$ cat config.mk
export PLATFORM = sky130hd
export DESIGN_NAME = network_master_mode_select
export DESIGN_NICKNAME = d
export VERILOG_FILES = /design/src/hw/mode_select_pkg.sv /design/src/hw/network_master_mode_select.sv
export SDC_FILE = /design/constraint.sdc
export NUM_CORES = 1
export LEC_CHECK = 0
export BUFFER_PORTS_ARGS = -buffer_cell sky130_fd_sc_hd__buf_2
export CAP_MARGIN = 10
export CORE_ASPECT_RATIO = 0.5
export CORE_MARGIN = 4
export CORE_UTILIZATION = 45
export DETAILED_ROUTE_END_ITERATION = 8
export GPL_TIMING_DRIVEN = 1
export PLACE_DENSITY = 0.75
export SYNTH_ARGS = -nofsm -noshare
export SYNTH_HDL_FRONTEND = slang
export SYNTH_SLANG_ARGS = --single-unit
$ cat constraint.sdc
create_clock -name clock -period 4.7 [get_ports clock]
set_input_delay 0.235 -clock clock [delete_from_list [all_inputs] [get_ports clock]]
set_output_delay 0.235 -clock clock [all_outputs]
set_load 0.005 [all_outputs]
$ cat src/hw/mode_select_pkg.sv
// shared constants and types for the network master mode-select block
package mode_select_pkg;
  // switch positions, switch 1 at bit 0
  localparam int SW_RATE_LO = 0;
  localparam int SW_RATE_HI = 1;
  localparam int SW_POINT = 2;
  localparam int SW_SPARE4 = 3;
  localparam int SW_SPARE5 = 4;
  localparam int SW_MODE_A = 5;
  localparam int SW_MODE_B = 6;
  localparam int SW_SPARE8 = 7;
  // cycles to let the pin synchroniser fill before the one-time sample
  localparam logic [1:0] SAMPLE_DELAY = 2'h2;

  // apb byte addresses
  localparam logic [7:0] ADDR_SETTINGS = 8'h00;
  localparam logic [7:0] ADDR_PARAM = 8'h04;
  localparam logic [7:0] ADDR_CMD = 8'h08;
  localparam logic [7:0] ADDR_STATUS = 8'h1c;

  // status word fields
  localparam int ST_BUSY_BIT = 0;
  localparam int ST_ERR_BIT = 1;
  localparam int ST_DONE_BIT = 4;
  // command word fields
  localparam int CMD_START_BIT = 0;
  // settings / param word fields
  localparam int F_RATE_LSB = 0;
  localparam int F_POINT_BIT = 2;
  localparam int F_MODE_LSB = 3;
  localparam int F_VARIANT_BIT = 5;
  localparam int F_SPARE_BIT = 6;
  localparam int F_RAW_LSB = 8;
  localparam logic [4:0] PARAM_RESET = 5'h00;

  typedef enum logic [1:0] {
    RATE_156K = 2'b00,
    RATE_625K = 2'b01,
    RATE_2M5 = 2'b10,
    RATE_BAD = 2'b11
  } rate_t;

  typedef enum logic [1:0] {
    MODE_ONLINE = 2'b00,
    MODE_CONFIG = 2'b01,
    MODE_TEST = 2'b10,
    MODE_BAD = 2'b11
  } op_mode_t;

  typedef struct packed {
    rate_t rate;
    logic point_width_select;
    op_mode_t op_mode;
  } settings_t;

  typedef enum logic [1:0] {
    ST_WAIT = 2'b00,
    ST_RUN = 2'b01,
    ST_COLLECT = 2'b10,
    ST_DONE = 2'b11
  } state_t;
endpackage

$ cat src/hw/network_master_mode_select.sv
// startup mode decode and station collection control for a field-network master
// Contract
// - rate switches: off/off 156k, on/off 625k, off/on 2.5M; both on prohibited
// - third switch on selects sixteen-point mode, off selects four-point mode
// - switches six/seven: off/off online, on/off auto config, off/on test
// - auto config sets status word 28 bit four once all stations are gathered
//
// Chosen here: the APB interface to the registers and the register offsets.
`timescale 1ns/1ns
module network_master_mode_select (
  input wire logic clock, // 250 MHz
  input wire logic rst_n, // async power-on reset
  input wire logic ce, // clock enable, freezes all state when low
  input wire logic [7:0] dip_sw, // switch pins, switch 1 at bit 0, high = on
  input wire logic param_variant, // strap: settings come from parameters
  input wire logic station_seen, // pulse: one station's info collected
  input wire logic station_last, // with station_seen: it was the last one
  input wire logic psel, // apb select
  input wire logic penable, // apb enable
  input wire logic pwrite, // apb direction
  input wire logic [7:0] paddr, // apb byte address
  input wire logic [31:0] pwdata, // apb write data
  output logic [31:0] prdata, // apb read data
  output logic pready, // apb ready
  output logic pslverr, // apb error on unmapped address
  output mode_select_pkg::settings_t settings, // decoded active settings
  output logic setting_error, // prohibited rate or mode selected
  output logic collect_start, // pulse: network engine starts collection
  output logic config_done // collection finished
);

  ////////////////////////////////////////////////////////////////////////////
  function automatic mode_select_pkg::settings_t decode_sw(input logic [7:0] sw);
    mode_select_pkg::settings_t s;
    s.rate = mode_select_pkg::rate_t'({sw[mode_select_pkg::SW_RATE_HI],
                                       sw[mode_select_pkg::SW_RATE_LO]});
    s.point_width_select = sw[mode_select_pkg::SW_POINT];
    s.op_mode = mode_select_pkg::op_mode_t'({sw[mode_select_pkg::SW_MODE_B],
                                             sw[mode_select_pkg::SW_MODE_A]});
    return s;
  endfunction

  function automatic logic bad_setting(input mode_select_pkg::settings_t s);
    return (s.rate == mode_select_pkg::RATE_BAD) || (s.op_mode == mode_select_pkg::MODE_BAD);
  endfunction

  ////////////////////////////////////////////////////////////////////////////
  // pin synchroniser and one-time sample
  logic [7:0] sw_meta_reg;
  logic [7:0] sw_sync_reg;
  logic var_meta_reg;
  logic var_sync_reg;
  logic [7:0] sw_lat_reg;
  logic [7:0] sw_lat_next;
  logic var_lat_reg;
  logic var_lat_next;
  logic [1:0] samp_cnt_reg;
  logic [1:0] samp_cnt_next;
  mode_select_pkg::state_t state_reg;
  mode_select_pkg::state_t state_next;
  logic done_reg;
  logic done_next;
  logic start_reg;
  logic start_next;
  logic [4:0] param_reg;
  logic [4:0] param_next;
  logic [31:0] rdata_reg;
  logic [31:0] rdata_next;

  logic wr_acc;
  logic setup;
  logic addr_ok;
  logic cmd_start;
  logic spare_on;
  mode_select_pkg::settings_t sw_set;
  mode_select_pkg::settings_t eff;

  always_ff @(posedge clock or negedge rst_n) begin
    if (!rst_n) begin
      sw_meta_reg <= 8'h00;
      sw_sync_reg <= 8'h00;
      var_meta_reg <= 1'b0;
      var_sync_reg <= 1'b0;
    end else if (ce) begin
      sw_meta_reg <= dip_sw;
      sw_sync_reg <= sw_meta_reg;
      var_meta_reg <= param_variant;
      var_sync_reg <= var_meta_reg;
    end
  end

  // settings are caught once, after the synchroniser has filled
  always_comb begin
    samp_cnt_next = samp_cnt_reg;
    sw_lat_next = sw_lat_reg;
    var_lat_next = var_lat_reg;
    if (state_reg == mode_select_pkg::ST_WAIT) begin
      if (samp_cnt_reg == mode_select_pkg::SAMPLE_DELAY) begin
        sw_lat_next = sw_sync_reg;
        var_lat_next = var_sync_reg;
      end else begin
        samp_cnt_next = samp_cnt_reg + 2'h1;
      end
    end
  end

  ////////////////////////////////////////////////////////////////////////////
  // decode
  assign sw_set = decode_sw(sw_lat_reg);
  // the parameter variant ignores the switches and uses the software word
  assign eff = var_lat_reg ? mode_select_pkg::settings_t'(param_reg) : sw_set;
  // spare switches have no function; only reported so software can warn
  assign spare_on = sw_lat_reg[mode_select_pkg::SW_SPARE4] |
                    sw_lat_reg[mode_select_pkg::SW_SPARE5] |
                    sw_lat_reg[mode_select_pkg::SW_SPARE8];

  assign settings = eff;
  assign setting_error = (state_reg != mode_select_pkg::ST_WAIT) && bad_setting(eff);
  assign collect_start = start_reg;
  assign config_done = done_reg;

  ////////////////////////////////////////////////////////////////////////////
  // apb slave, zero wait states
  assign setup = psel && !penable;
  assign wr_acc = psel && penable && pwrite;
  assign addr_ok = (paddr == mode_select_pkg::ADDR_SETTINGS) ||
                   (paddr == mode_select_pkg::ADDR_PARAM) ||
                   (paddr == mode_select_pkg::ADDR_CMD) ||
                   (paddr == mode_select_pkg::ADDR_STATUS);
  assign pready = 1'b1;
  assign pslverr = psel && penable && !addr_ok;
  assign prdata = rdata_reg;
  assign cmd_start = wr_acc && (paddr == mode_select_pkg::ADDR_CMD) &&
                     pwdata[mode_select_pkg::CMD_START_BIT];

  always_comb begin
    param_next = param_reg;
    rdata_next = rdata_reg;
    if (wr_acc && (paddr == mode_select_pkg::ADDR_PARAM)) begin
      param_next = pwdata[4:0];
    end
    if (setup && !pwrite) begin
      rdata_next = 32'h0000_0000;
      unique case (paddr)
        mode_select_pkg::ADDR_SETTINGS: begin
          rdata_next[4:0] = eff;
          rdata_next[mode_select_pkg::F_VARIANT_BIT] = var_lat_reg;
          rdata_next[mode_select_pkg::F_SPARE_BIT] = spare_on;
          rdata_next[mode_select_pkg::F_RAW_LSB +: 8] = sw_lat_reg;
        end
        mode_select_pkg::ADDR_PARAM: begin
          rdata_next[4:0] = param_reg;
        end
        mode_select_pkg::ADDR_STATUS: begin
          rdata_next[mode_select_pkg::ST_BUSY_BIT] = (state_reg == mode_select_pkg::ST_COLLECT);
          rdata_next[mode_select_pkg::ST_ERR_BIT] = setting_error;
          rdata_next[mode_select_pkg::ST_DONE_BIT] = done_reg;
        end
        default: begin
          rdata_next = 32'h0000_0000;
        end
      endcase
    end
  end

  ////////////////////////////////////////////////////////////////////////////
  // collection control
  always_comb begin
    state_next = state_reg;
    done_next = done_reg;
    start_next = 1'b0;
    unique case (state_reg)
      mode_select_pkg::ST_WAIT: begin
        if (samp_cnt_reg == mode_select_pkg::SAMPLE_DELAY) begin
          state_next = mode_select_pkg::ST_RUN;
        end
      end
      mode_select_pkg::ST_RUN: begin
        if ((eff.op_mode == mode_select_pkg::MODE_CONFIG) && !bad_setting(eff)) begin
          // switch build starts by itself; parameter build waits for software
          if (!var_lat_reg || cmd_start) begin
            state_next = mode_select_pkg::ST_COLLECT;
            start_next = 1'b1;
          end
        end
      end
      mode_select_pkg::ST_COLLECT: begin
        if (station_seen && station_last) begin
          state_next = mode_select_pkg::ST_DONE;
          done_next = 1'b1;
        end
      end
      mode_select_pkg::ST_DONE: begin
        // done holds until the next power-on reset
        state_next = mode_select_pkg::ST_DONE;
      end
    endcase
  end

  always_ff @(posedge clock or negedge rst_n) begin
    if (!rst_n) begin
      state_reg <= mode_select_pkg::ST_WAIT;
      samp_cnt_reg <= 2'h0;
      sw_lat_reg <= 8'h00;
      var_lat_reg <= 1'b0;
      done_reg <= 1'b0;
      start_reg <= 1'b0;
      param_reg <= mode_select_pkg::PARAM_RESET;
      rdata_reg <= 32'h0000_0000;
    end else if (ce) begin
      state_reg <= state_next;
      samp_cnt_reg <= samp_cnt_next;
      sw_lat_reg <= sw_lat_next;
      var_lat_reg <= var_lat_next;
      done_reg <= done_next;
      start_reg <= start_next;
      param_reg <= param_next;
      rdata_reg <= rdata_next;
    end
  end

  ////////////////////////////////////////////////////////////////////////////
  // checks
  property p_rate_map;
    @(posedge clock) disable iff (!rst_n)
      !var_lat_reg |->
        (settings.rate == mode_select_pkg::RATE_156K) ==
          (!sw_lat_reg[mode_select_pkg::SW_RATE_LO] && !sw_lat_reg[mode_select_pkg::SW_RATE_HI]) &&
        (settings.rate == mode_select_pkg::RATE_625K) ==
          (sw_lat_reg[mode_select_pkg::SW_RATE_LO] && !sw_lat_reg[mode_select_pkg::SW_RATE_HI]) &&
        (settings.rate == mode_select_pkg::RATE_2M5) ==
          (!sw_lat_reg[mode_select_pkg::SW_RATE_LO] && sw_lat_reg[mode_select_pkg::SW_RATE_HI]);
  endproperty
  a_rate_map: assert property (p_rate_map) else $error("rate decode wrong");

  property p_bad_rate;
    @(posedge clock) disable iff (!rst_n)
      (state_reg != mode_select_pkg::ST_WAIT) && (settings.rate == mode_select_pkg::RATE_BAD)
        |-> setting_error && (state_reg != mode_select_pkg::ST_COLLECT);
  endproperty
  a_bad_rate: assert property (p_bad_rate) else $error("prohibited rate not flagged");

  property p_point_map;
    @(posedge clock) disable iff (!rst_n)
      !var_lat_reg |-> settings.point_width_select == sw_lat_reg[mode_select_pkg::SW_POINT];
  endproperty
  a_point_map: assert property (p_point_map) else $error("point mode decode wrong");

  property p_auto_start;
    @(posedge clock) disable iff (!rst_n)
      ce && (state_reg == mode_select_pkg::ST_RUN) && !var_lat_reg && !setting_error &&
      sw_lat_reg[mode_select_pkg::SW_MODE_A] && !sw_lat_reg[mode_select_pkg::SW_MODE_B]
        |=> collect_start && (state_reg == mode_select_pkg::ST_COLLECT);
  endproperty
  a_auto_start: assert property (p_auto_start) else $error("config mode did not start");

  property p_no_start_other;
    @(posedge clock) disable iff (!rst_n)
      collect_start |-> $past(settings.op_mode) == mode_select_pkg::MODE_CONFIG;
  endproperty
  a_no_start_other: assert property (p_no_start_other) else $error("start outside config");

  property p_done_set;
    @(posedge clock) disable iff (!rst_n)
      ce && (state_reg == mode_select_pkg::ST_COLLECT) && station_seen && station_last
        |=> config_done ##1 config_done;
  endproperty
  a_done_set: assert property (p_done_set) else $error("done bit not set");

  property p_cmd_start;
    @(posedge clock) disable iff (!rst_n)
      $rose(collect_start) && var_lat_reg |-> $past(cmd_start);
  endproperty
  a_cmd_start: assert property (p_cmd_start) else $error("variant started without command");

  property p_sample_once;
    @(posedge clock) disable iff (!rst_n)
      (state_reg != mode_select_pkg::ST_WAIT) |=> $stable(sw_lat_reg) && $stable(var_lat_reg);
  endproperty
  a_sample_once: assert property (p_sample_once) else $error("settings resampled");

  property p_wait_quiet;
    @(posedge clock) disable iff (!rst_n)
      (state_reg == mode_select_pkg::ST_WAIT) |-> !setting_error && !collect_start;
  endproperty
  a_wait_quiet: assert property (p_wait_quiet) else $error("acting before settings sampled");

  property p_mode_idle;
    @(posedge clock) disable iff (!rst_n)
      (state_reg == mode_select_pkg::ST_RUN) &&
      (settings.op_mode != mode_select_pkg::MODE_CONFIG)
        |=> !collect_start;
  endproperty
  a_mode_idle: assert property (p_mode_idle) else $error("start outside config mode");

  property p_done_hold;
    @(posedge clock) disable iff (!rst_n)
      config_done |=> config_done;
  endproperty
  a_done_hold: assert property (p_done_hold) else $error("done bit dropped");

  property p_status_done;
    @(posedge clock) disable iff (!rst_n)
      ce && psel && !penable && !pwrite && (paddr == mode_select_pkg::ADDR_STATUS)
        |=> prdata[mode_select_pkg::ST_DONE_BIT] == $past(config_done);
  endproperty
  a_status_done: assert property (p_status_done) else $error("status done bit wrong");

endmodule

; ---- Yosys cells after proc, flatten, opt, wreduce, memory -nomap -nowiden
; Cells that the tools add are included.
[word_totals]
reg_bits = 53
word_cells = 74
out_inout_bits = 42
in_bits = 57
[classes]
mux = 14
n_reduce_logical = 30
eq_ne = 14
bitwise_logic = 3
n_addsub = 1
[ops]
columns = op, n
row1 = $logic_and A1 B1 Y1, 11
row2 = $eq A2 B2 Y1 const B, 5
row3 = $mux W2, 5
row4 = $reduce_and A3 Y1, 3
row5 = $eq A8 B3 Y1 const B, 1
row6 = $eq A8 B4 Y1 const B, 1
row7 = $eq A8 B5 Y1 const B, 1
row8 = $logic_not A8 Y1, 1
row9 = $mux W8, 1
row10 = $pmux W2 S4, 1
row11 = $pmux W2 S3, 1
row12 = $logic_not A1 Y1, 5
row13 = $logic_or A1 B1 Y1, 5
row14 = $mux W5, 1
row15 = $reduce_and A5 Y1, 1
row16 = $eq A2 B1 Y1 const B, 2
row17 = $ne A2 B1 Y1 const B, 2
row18 = $ne A2 B2 Y1 const B, 2
row19 = $pmux W2 S2, 1
row20 = $reduce_and A2 Y1, 2
row21 = $mux W1, 3
row22 = $pmux W1 S3, 1
row23 = $add A2 B1 Y2 const B, 1
row24 = $logic_not A2 Y1, 1
row25 = other kinds (3), 4

; ---- Depth between registers and ports, before layout
; Gate-level depths: netlist of the first run.
[logic_depth]
depth_word = 8
mapped_depth = 6

; ---- Worst setup path after synthesis of the first run
; Ideal clock, no wire load.
[synth_path]
path_kind = input port to flip-flop
startpoint = in paddr[1]
endpoint = reg param_reg[0]
path_slack_ps = 2689
setup_ps = 125
cell_stages = 5
n_path_buf = 1
arrival_time_ps = 1886
t_required_ps = 4575
path_cell_list = or4_4 -> or3_1 -> buf_2 -> nor3_4 -> mux2_2
[synth_between]
elab_chain_len = 3
[synth_rtl]
columns = item, line_no
row1 = from (decl), network_master_mode_select.sv:21  ; input wire logic [7:0] paddr,
row2 = $eq A8 B3 Y1, network_master_mode_select.sv:139  ; if (wr_acc && (paddr == mode_select_pkg::ADDR_PARAM)) begin
row3 = $logic_and A1 B1 Y1, network_master_mode_select.sv:139
row4 = $reduce_and A2 Y1 (no line), -
row5 = to (signal assigned), network_master_mode_select.sv:208  ; param_reg <= mode_select_pkg::PARAM_RESET;
row6 = to (signal assigned), network_master_mode_select.sv:217  ; param_reg <= param_next;
row7 = to (decl), network_master_mode_select.sv:65  ; logic [4:0] param_reg;
; No other way between the ends.
; A chain may end at the register's enable or synchronous reset.

; ---- Worst setup path after layout of the first run
[layout_path]
startpoint = in ce
endpoint = reg rdata_reg[10], in the netlist prdata[10]
[layout_between]
elab_chain_len = 1
[layout_rtl]
columns = item, line_no
row1 = from (decl), network_master_mode_select.sv:13  ; input wire logic ce,
row2 = $reduce_and A2 Y1 (no line), -
row3 = to (signal assigned), network_master_mode_select.sv:218  ; rdata_reg <= rdata_next;
row4 = to (decl), network_master_mode_select.sv:67  ; logic [31:0] rdata_reg;
; No other way between the ends.

==> results_dict.tcl, run 1 <==
set metrics [dict create \
    synth_flop_cell "dfrtp_1" \
    multi_input_area_sq_um 1010 \
    period_needed_ps 2180 \
    worst_pin_slew_ps 956 \
    grt_busiest_layer "met2" \
    dp_cells 313 \
    post-place-ws_ps 2230 \
    antenna_found_initial 0 \
    synth_top_cell_by_area "dfrtp_1" \
    synth_edf_count 0 \
    critPathCaptureType "flip-flop" \
    ys_seq_area_frac 0.539 \
    vias_per_cell 5.20 \
    synth_cell_types 41 \
    cts_hold_buf 0 \
    regArea_sq_um 1330 \
    worstPathMaxFanout 26 \
    syn2layout_area_growth_pct 14.5 \
    vias 1663 \
    clkTransAtPathRegs_ps 90 \
    drt_iter0_drc 79 \
    cts_buffer_depth 2 \
    wl_per_cell_um 15.5 \
    hp-class "in2async" \
    ys_ff_latch 53 \
    drive_gt1_frac 0.400 \
    clockRootBuffer "clkbuf_8" \
    grt_pass1_vias 1707 \
    grt_max_degree 54 \
    n_fill_cell 412 \
    syn_area_sq_um 2460 \
    critical_path_class "in2reg" \
    grtUsageMet2 0.286 \
    crit_arrival_ps 2420 \
    core_sq_um 5110 \
    dieHeight_um 60.3 \
    setup_viol_count_final 0 \
    cts-htree-levels 2 \
    portBuffers 53 \
    tritoncts "yes" \
    num_antenna_cells 0 \
    cts_sinks 53 \
    grt_pass1_wl_um 8270 \
    drv_cap 0 \
    reg2reg_slack_ps 3010 \
    grtUsageMet1 0.185 \
    tns_ps 0 \
    ant_nets 0 \
    ir_worst_vdd_mv 0.195 \
    stdcell_count 320 \
    outcome "finished clean" \
    track_usage 0.155 \
    hpwl_um 3620 \
    start_util 0.481 \
    final-hold-violation-count 0 \
    grtUsageMet3 0.0354 \
    syn_inst 200 \
    grt_setup_unrepaired "no" \
    final_area_sq_um 2820 \
    clock_skew_ps 4.83 \
    cts_resized 0 \
    cp-start-kind "input pin" \
    fin_nets 308 \
    largest_reg_flops 15 \
    async_reset_ff_frac 1.00 \
    post-cts-setup-buffers 0 \
    grt_overflow 0 \
    power.static_leakage_uw 0.00140 \
    cts_buffers 5 \
    final_max_slew_viol_count 0 \
    cellPowerDensity_nw_per_um2 358 \
    avgSynthCellArea_sq_um 12.3 \
    setup_slack_ps 2520 \
    clock_latency_ps 300 \
    fmax_mhz 459 \
    fp-row-count 18 \
    gp_congestion 0.879 \
    dieArea_sq_um 6790 \
    place_area_sq_um 2710 \
    period_share 0.464 \
    ios 99 \
    synth_top_area_frac 0.539 \
    ys_warn_count 0 \
    slew_headroom 0.359 \
    dr.pass1.iters 4 \
    synth_area_leaders "dfrtp_1 54%, mux2_2 16%, buf_4 5.5%" \
    die_width_um 113 \
    drc 0 \
    wl_um 4970 \
    worstPathRequired_ps 4940 \
]
per-stage QoR:
step | power (uW) | util | hold WS [ps]
after floorplan | 650 | - | -60.6
after global routing | 1060 | 0.551 | 99.5
after detailed placement | 709 | 0.530 | 395
after CTS | 1020 | 0.551 | 59.7
after global placement | 698 | 0.530 | 381
final | 1010 | 0.551 | 38.0
worst paths after layout:
check,startpoint,endpoint,cells past startpoint
max in group asynchronous,rst_n,prdata[2]$_DFFE_PN0P_,2
max reg2reg,samp_cnt_reg[0]$_DFFE_PN0P_,sw_lat_reg[7]$_DFFE_PN0P_,4
max,ce,prdata[10]$_DFFE_PN0P_,4
min in group clock,dip_sw[1],sw_meta_reg[1]$_DFFE_PN0P_,2
min,rst_n,sw_meta_reg[4]$_DFFE_PN0P_,2
min reg2reg,prdata[3]$_DFFE_PN0P_,prdata[3]$_DFFE_PN0P_,2
worst max-delay path, stage by stage:
cell and delay (ps):
buf_2 420, nand4bb_1 860, nor3_4 690, a22o_1 210
layout make-up:
cell class,count,share of cell area
repair buffers,54,0.0968
well taps,70,0.0311
flip-flops and latches,53,0.471
clock inverters,2,0.0138
multi-input cells,133,0.359
clock buffers,5,0.0244
inverters,3,0.00400
logic make-up after synthesis:
family	count (synthesis)	share of synthesized area
flip-flops	53	0.539
AND/OR/NAND/NOR	41	0.0987
multiplexers	38	0.172
AO/OA/AOI/OAI	34	0.104
buffers and inverters	30	0.0738
other	2	0.00305
adder cells (fa/ha/maj)	1	0.00509
XOR/XNOR	1	0.00356
cell usage in the layout, fill, tap and decap left out, types with 2 or more instances in the layout:
cell type   n
a21oi_1     4
a22o_1      9
a2bb2oi_1   2
and3_1      3
buf_2      53
clkbuf_8    5
conb_1     18
dfrtp_1    53
inv_1       3
mux2_2     35
mux2i_1     3
nand2_1    12
nand2b_1    2
nand3_1     3
nor2_1      6
nor2b_1     4
nor3_4      2
o21ai_0     6
o41ai_1     4
routing by layer:
layer,vias to the layer above,share of wire,wire length (um)
met2,51,0.50,2500
met5,-,0,0
met4,0,0.011,56
met3,9,0.055,271
met1,824,0.43,2140
li1,779,-,-
power by group:
part	internal (uW)	switching, uW	total (uW)
logic	82.1	79.1	161
clock network	158	151	309
registers	502	36.1	538
cells in the mapped netlist, types with 2 or more instances:
| cell | number |
|---|---|
| a21oi_1 | 4 |
| a22o_1 | 9 |
| a2bb2oi_1 | 2 |
| and3_1 | 3 |
| buf_4 | 18 |
| clkbuf_1 | 7 |
| conb_1 | 2 |
| dfrtp_1 | 53 |
| inv_1 | 3 |
| mux2_2 | 35 |
| mux2i_1 | 3 |
| nand2_1 | 12 |
| nand2b_1 | 2 |
| nand3_1 | 3 |
| nor2_1 | 6 |
| nor2b_1 | 4 |
| nor3_4 | 2 |
| o21ai_0 | 6 |
| o41ai_1 | 4 |
Power figures use the tool's default switching activity.
==> run 2: changes to the inputs <==
Settings changed: CORE_UTILIZATION 45 to 43.
Clock period 4.7 ns to 1.9 ns, I/O delays scaled along.
==> run 2 against run 1 <==
Against the previous run:
- total power grew to 2.7 times the previous value
- die area is 4.2% higher
- combinational power grew to 2.6 times the previous value
- via count is 5.6% higher
- count of clock-buffer cells in the layout is 1 higher
- final cell count is 4.7% higher
- largest power group unchanged
- non-clock buffer count is 11 higher
- clock power grew to 3.0 times the previous value
- utilization is 1.5 points lower
- flip-flop and latch count stayed put
==> results_dict.tcl, run 2 (synthesis results as in run 1) <==
set metrics [dict create \
    wl_per_cell_um 15.7 \
    dp_cells 326 \
    fin_nets 319 \
    cts_buffer_depth 2 \
    worstPathRequired_ps 2070 \
    core_sq_um 5520 \
    clockRootBuffer "clkbuf_16" \
    portBuffers 53 \
    ios 99 \
    reg2reg_slack_ps 210 \
    grtUsageMet2 0.294 \
    drive_gt1_frac 0.424 \
    outcome "finished clean" \
    die_width_um 115 \
    r2r_cells 3 \
    reg2reg_to "sw_lat_reg[6]$_DFFE_PN0P_" \
    grt_overflow 0 \
    wl_um 5240 \
    dr.pass1.iters 5 \
    reg2reg_from "state_reg[1]$_DFFE_PN0P_" \
    cp-start-kind "input pin" \
    cellPowerDensity_nw_per_um2 907 \
    clock_latency_ps 290 \
    drt_iter0_drc 82 \
    num_antenna_cells 0 \
    setup_slack_ps 191 \
    grt_busiest_layer "met2" \
    ant_nets 0 \
    drv_cap 0 \
    start_util 0.446 \
    final_cell_mix "53 x dfrtp_1, 53 x buf_2, 35 x mux2_2" \
    largest_reg_flops 15 \
    dieArea_sq_um 7070 \
    power.static_leakage_uw 0.00148 \
    holdPathStages 2 \
    final_max_slew_viol_count 0 \
    grtUsageMet3 0.0324 \
    hpwl_um 3880 \
    ir_worst_vdd_mv 0.469 \
    post-place-ws_ps -93.4 \
    dieHeight_um 61.5 \
    final-hold-violation-count 0 \
    stdcell_count 335 \
    final_area_sq_um 2960 \
    track_usage 0.158 \
    grt_setup_unrepaired "no" \
    grt_pass1_wl_um 8620 \
    drc 0 \
    critPathCaptureType "flip-flop" \
    antenna_found_initial 0 \
    clock_skew_ps 8.20 \
    tns_ps 0 \
    worstPathMaxFanout 5 \
    whs_endpoint "sw_meta_reg[2]$_DFFE_PN0P_" \
    hp-class "in2reg" \
    gp_congestion 0.903 \
    cts_resized 0 \
    grt_pass1_vias 1762 \
    grtUsageMet1 0.192 \
    clkTransAtPathRegs_ps 70 \
    critPathSlowestCell "or4_4" \
    setup_viol_count_final 0 \
    cp_cell_sequence "buf_2 > or4_4 > or3_1 > nor3_4 > mux2_2" \
    vias 1756 \
    fp-row-count 19 \
    place_area_sq_um 2790 \
    cts-htree-levels 2 \
    fmax_mhz 585 \
    crit_arrival_ps 1880 \
    tritoncts "yes" \
    min_from "dip_sw[2]" \
    cts_sinks 53 \
    cts_buffers 5 \
    period_needed_ps 1710 \
    grt_max_degree 25 \
    max_stage_delay_ps 530 \
    vias_per_cell 5.24 \
    post-cts-setup-buffers 0 \
    syn2layout_area_growth_pct 20.1 \
    period_share 0.899 \
    critical_path_class "in2reg" \
]
==> run 2: power by group <==
group	internal (uW)	leakage, uW	switching, uW	total (uW)
Sequential	1240	0.000677	85.9	1330
Combinational	214	0.000724	198	411
Clock	532	0.0000775	408	940
==> run 2: through the flow <==
step / hold WS (ps) / util / power (uW)
detailed placement: -11.4 / 0.506 / 1760
global route: 32.1 / 0.536 / 2830
finish: 31.5 / 0.536 / 2680
floorplan: -201 / - / 1610
global placement: -25.6 / 0.506 / 1740
CTS: 28.4 / 0.536 / 2700
==> run 2: layer usage <==
layer	routed length, um	vias up	part of all wire
met5	0	-	0
met4	40	0	0.0076
met3	281	5	0.054
met2	2730	51	0.52
met1	2190	892	0.42
li1	-	808	-
==> run 2: how the worst max path moves through the flow <==
stage / slack, ps / depth (start not counted) / end / from
6_report: 190 / 5 / param_reg[0]$_DFFE_PN0P_ / paddr[1]
4_1_cts: 190 / 3 / sw_lat_reg[4]$_DFFE_PN0P_ / state_reg[1]$_DFFE_PN0P_
3_5_place_dp: -90 / 5 / param_reg[2]$_DFFE_PN0P_ / paddr[1]
2_1_floorplan: 30 / 5 / param_reg[0]$_DFFE_PN0P_ / paddr[1]
3_3_place_gp: -70 / 5 / param_reg[0]$_DFFE_PN0P_ / paddr[1]
5_1_grt: 90 / 3 / sw_lat_reg[4]$_DFFE_PN0P_ / state_reg[1]$_DFFE_PN0P_
==> run 2: critical path, delay by kind of cell <==
kind | cells | cell delay, ps
mux | 1 | 380
buf+inv | 1 | 90
simple gates | 3 | 1310
==> run 2: cell type report <==
type,instances,area [sq um]
clock buffer,6,139
sequential,53,1330
timing repair buffer,65,358
inverter,3,11.3
tap,73,91.3
fill,452,2560
multi-input combinational,133,1010
clock inverter,2,17.5
==> run 2: what timing repair did <==
| action | CTS | global route |
|---|---|---|
| endpoints found under the setup margin | 0 | 0 |
| hold endpoints to repair | 9 | 0 |
| hold buffers | 1 | 0 |
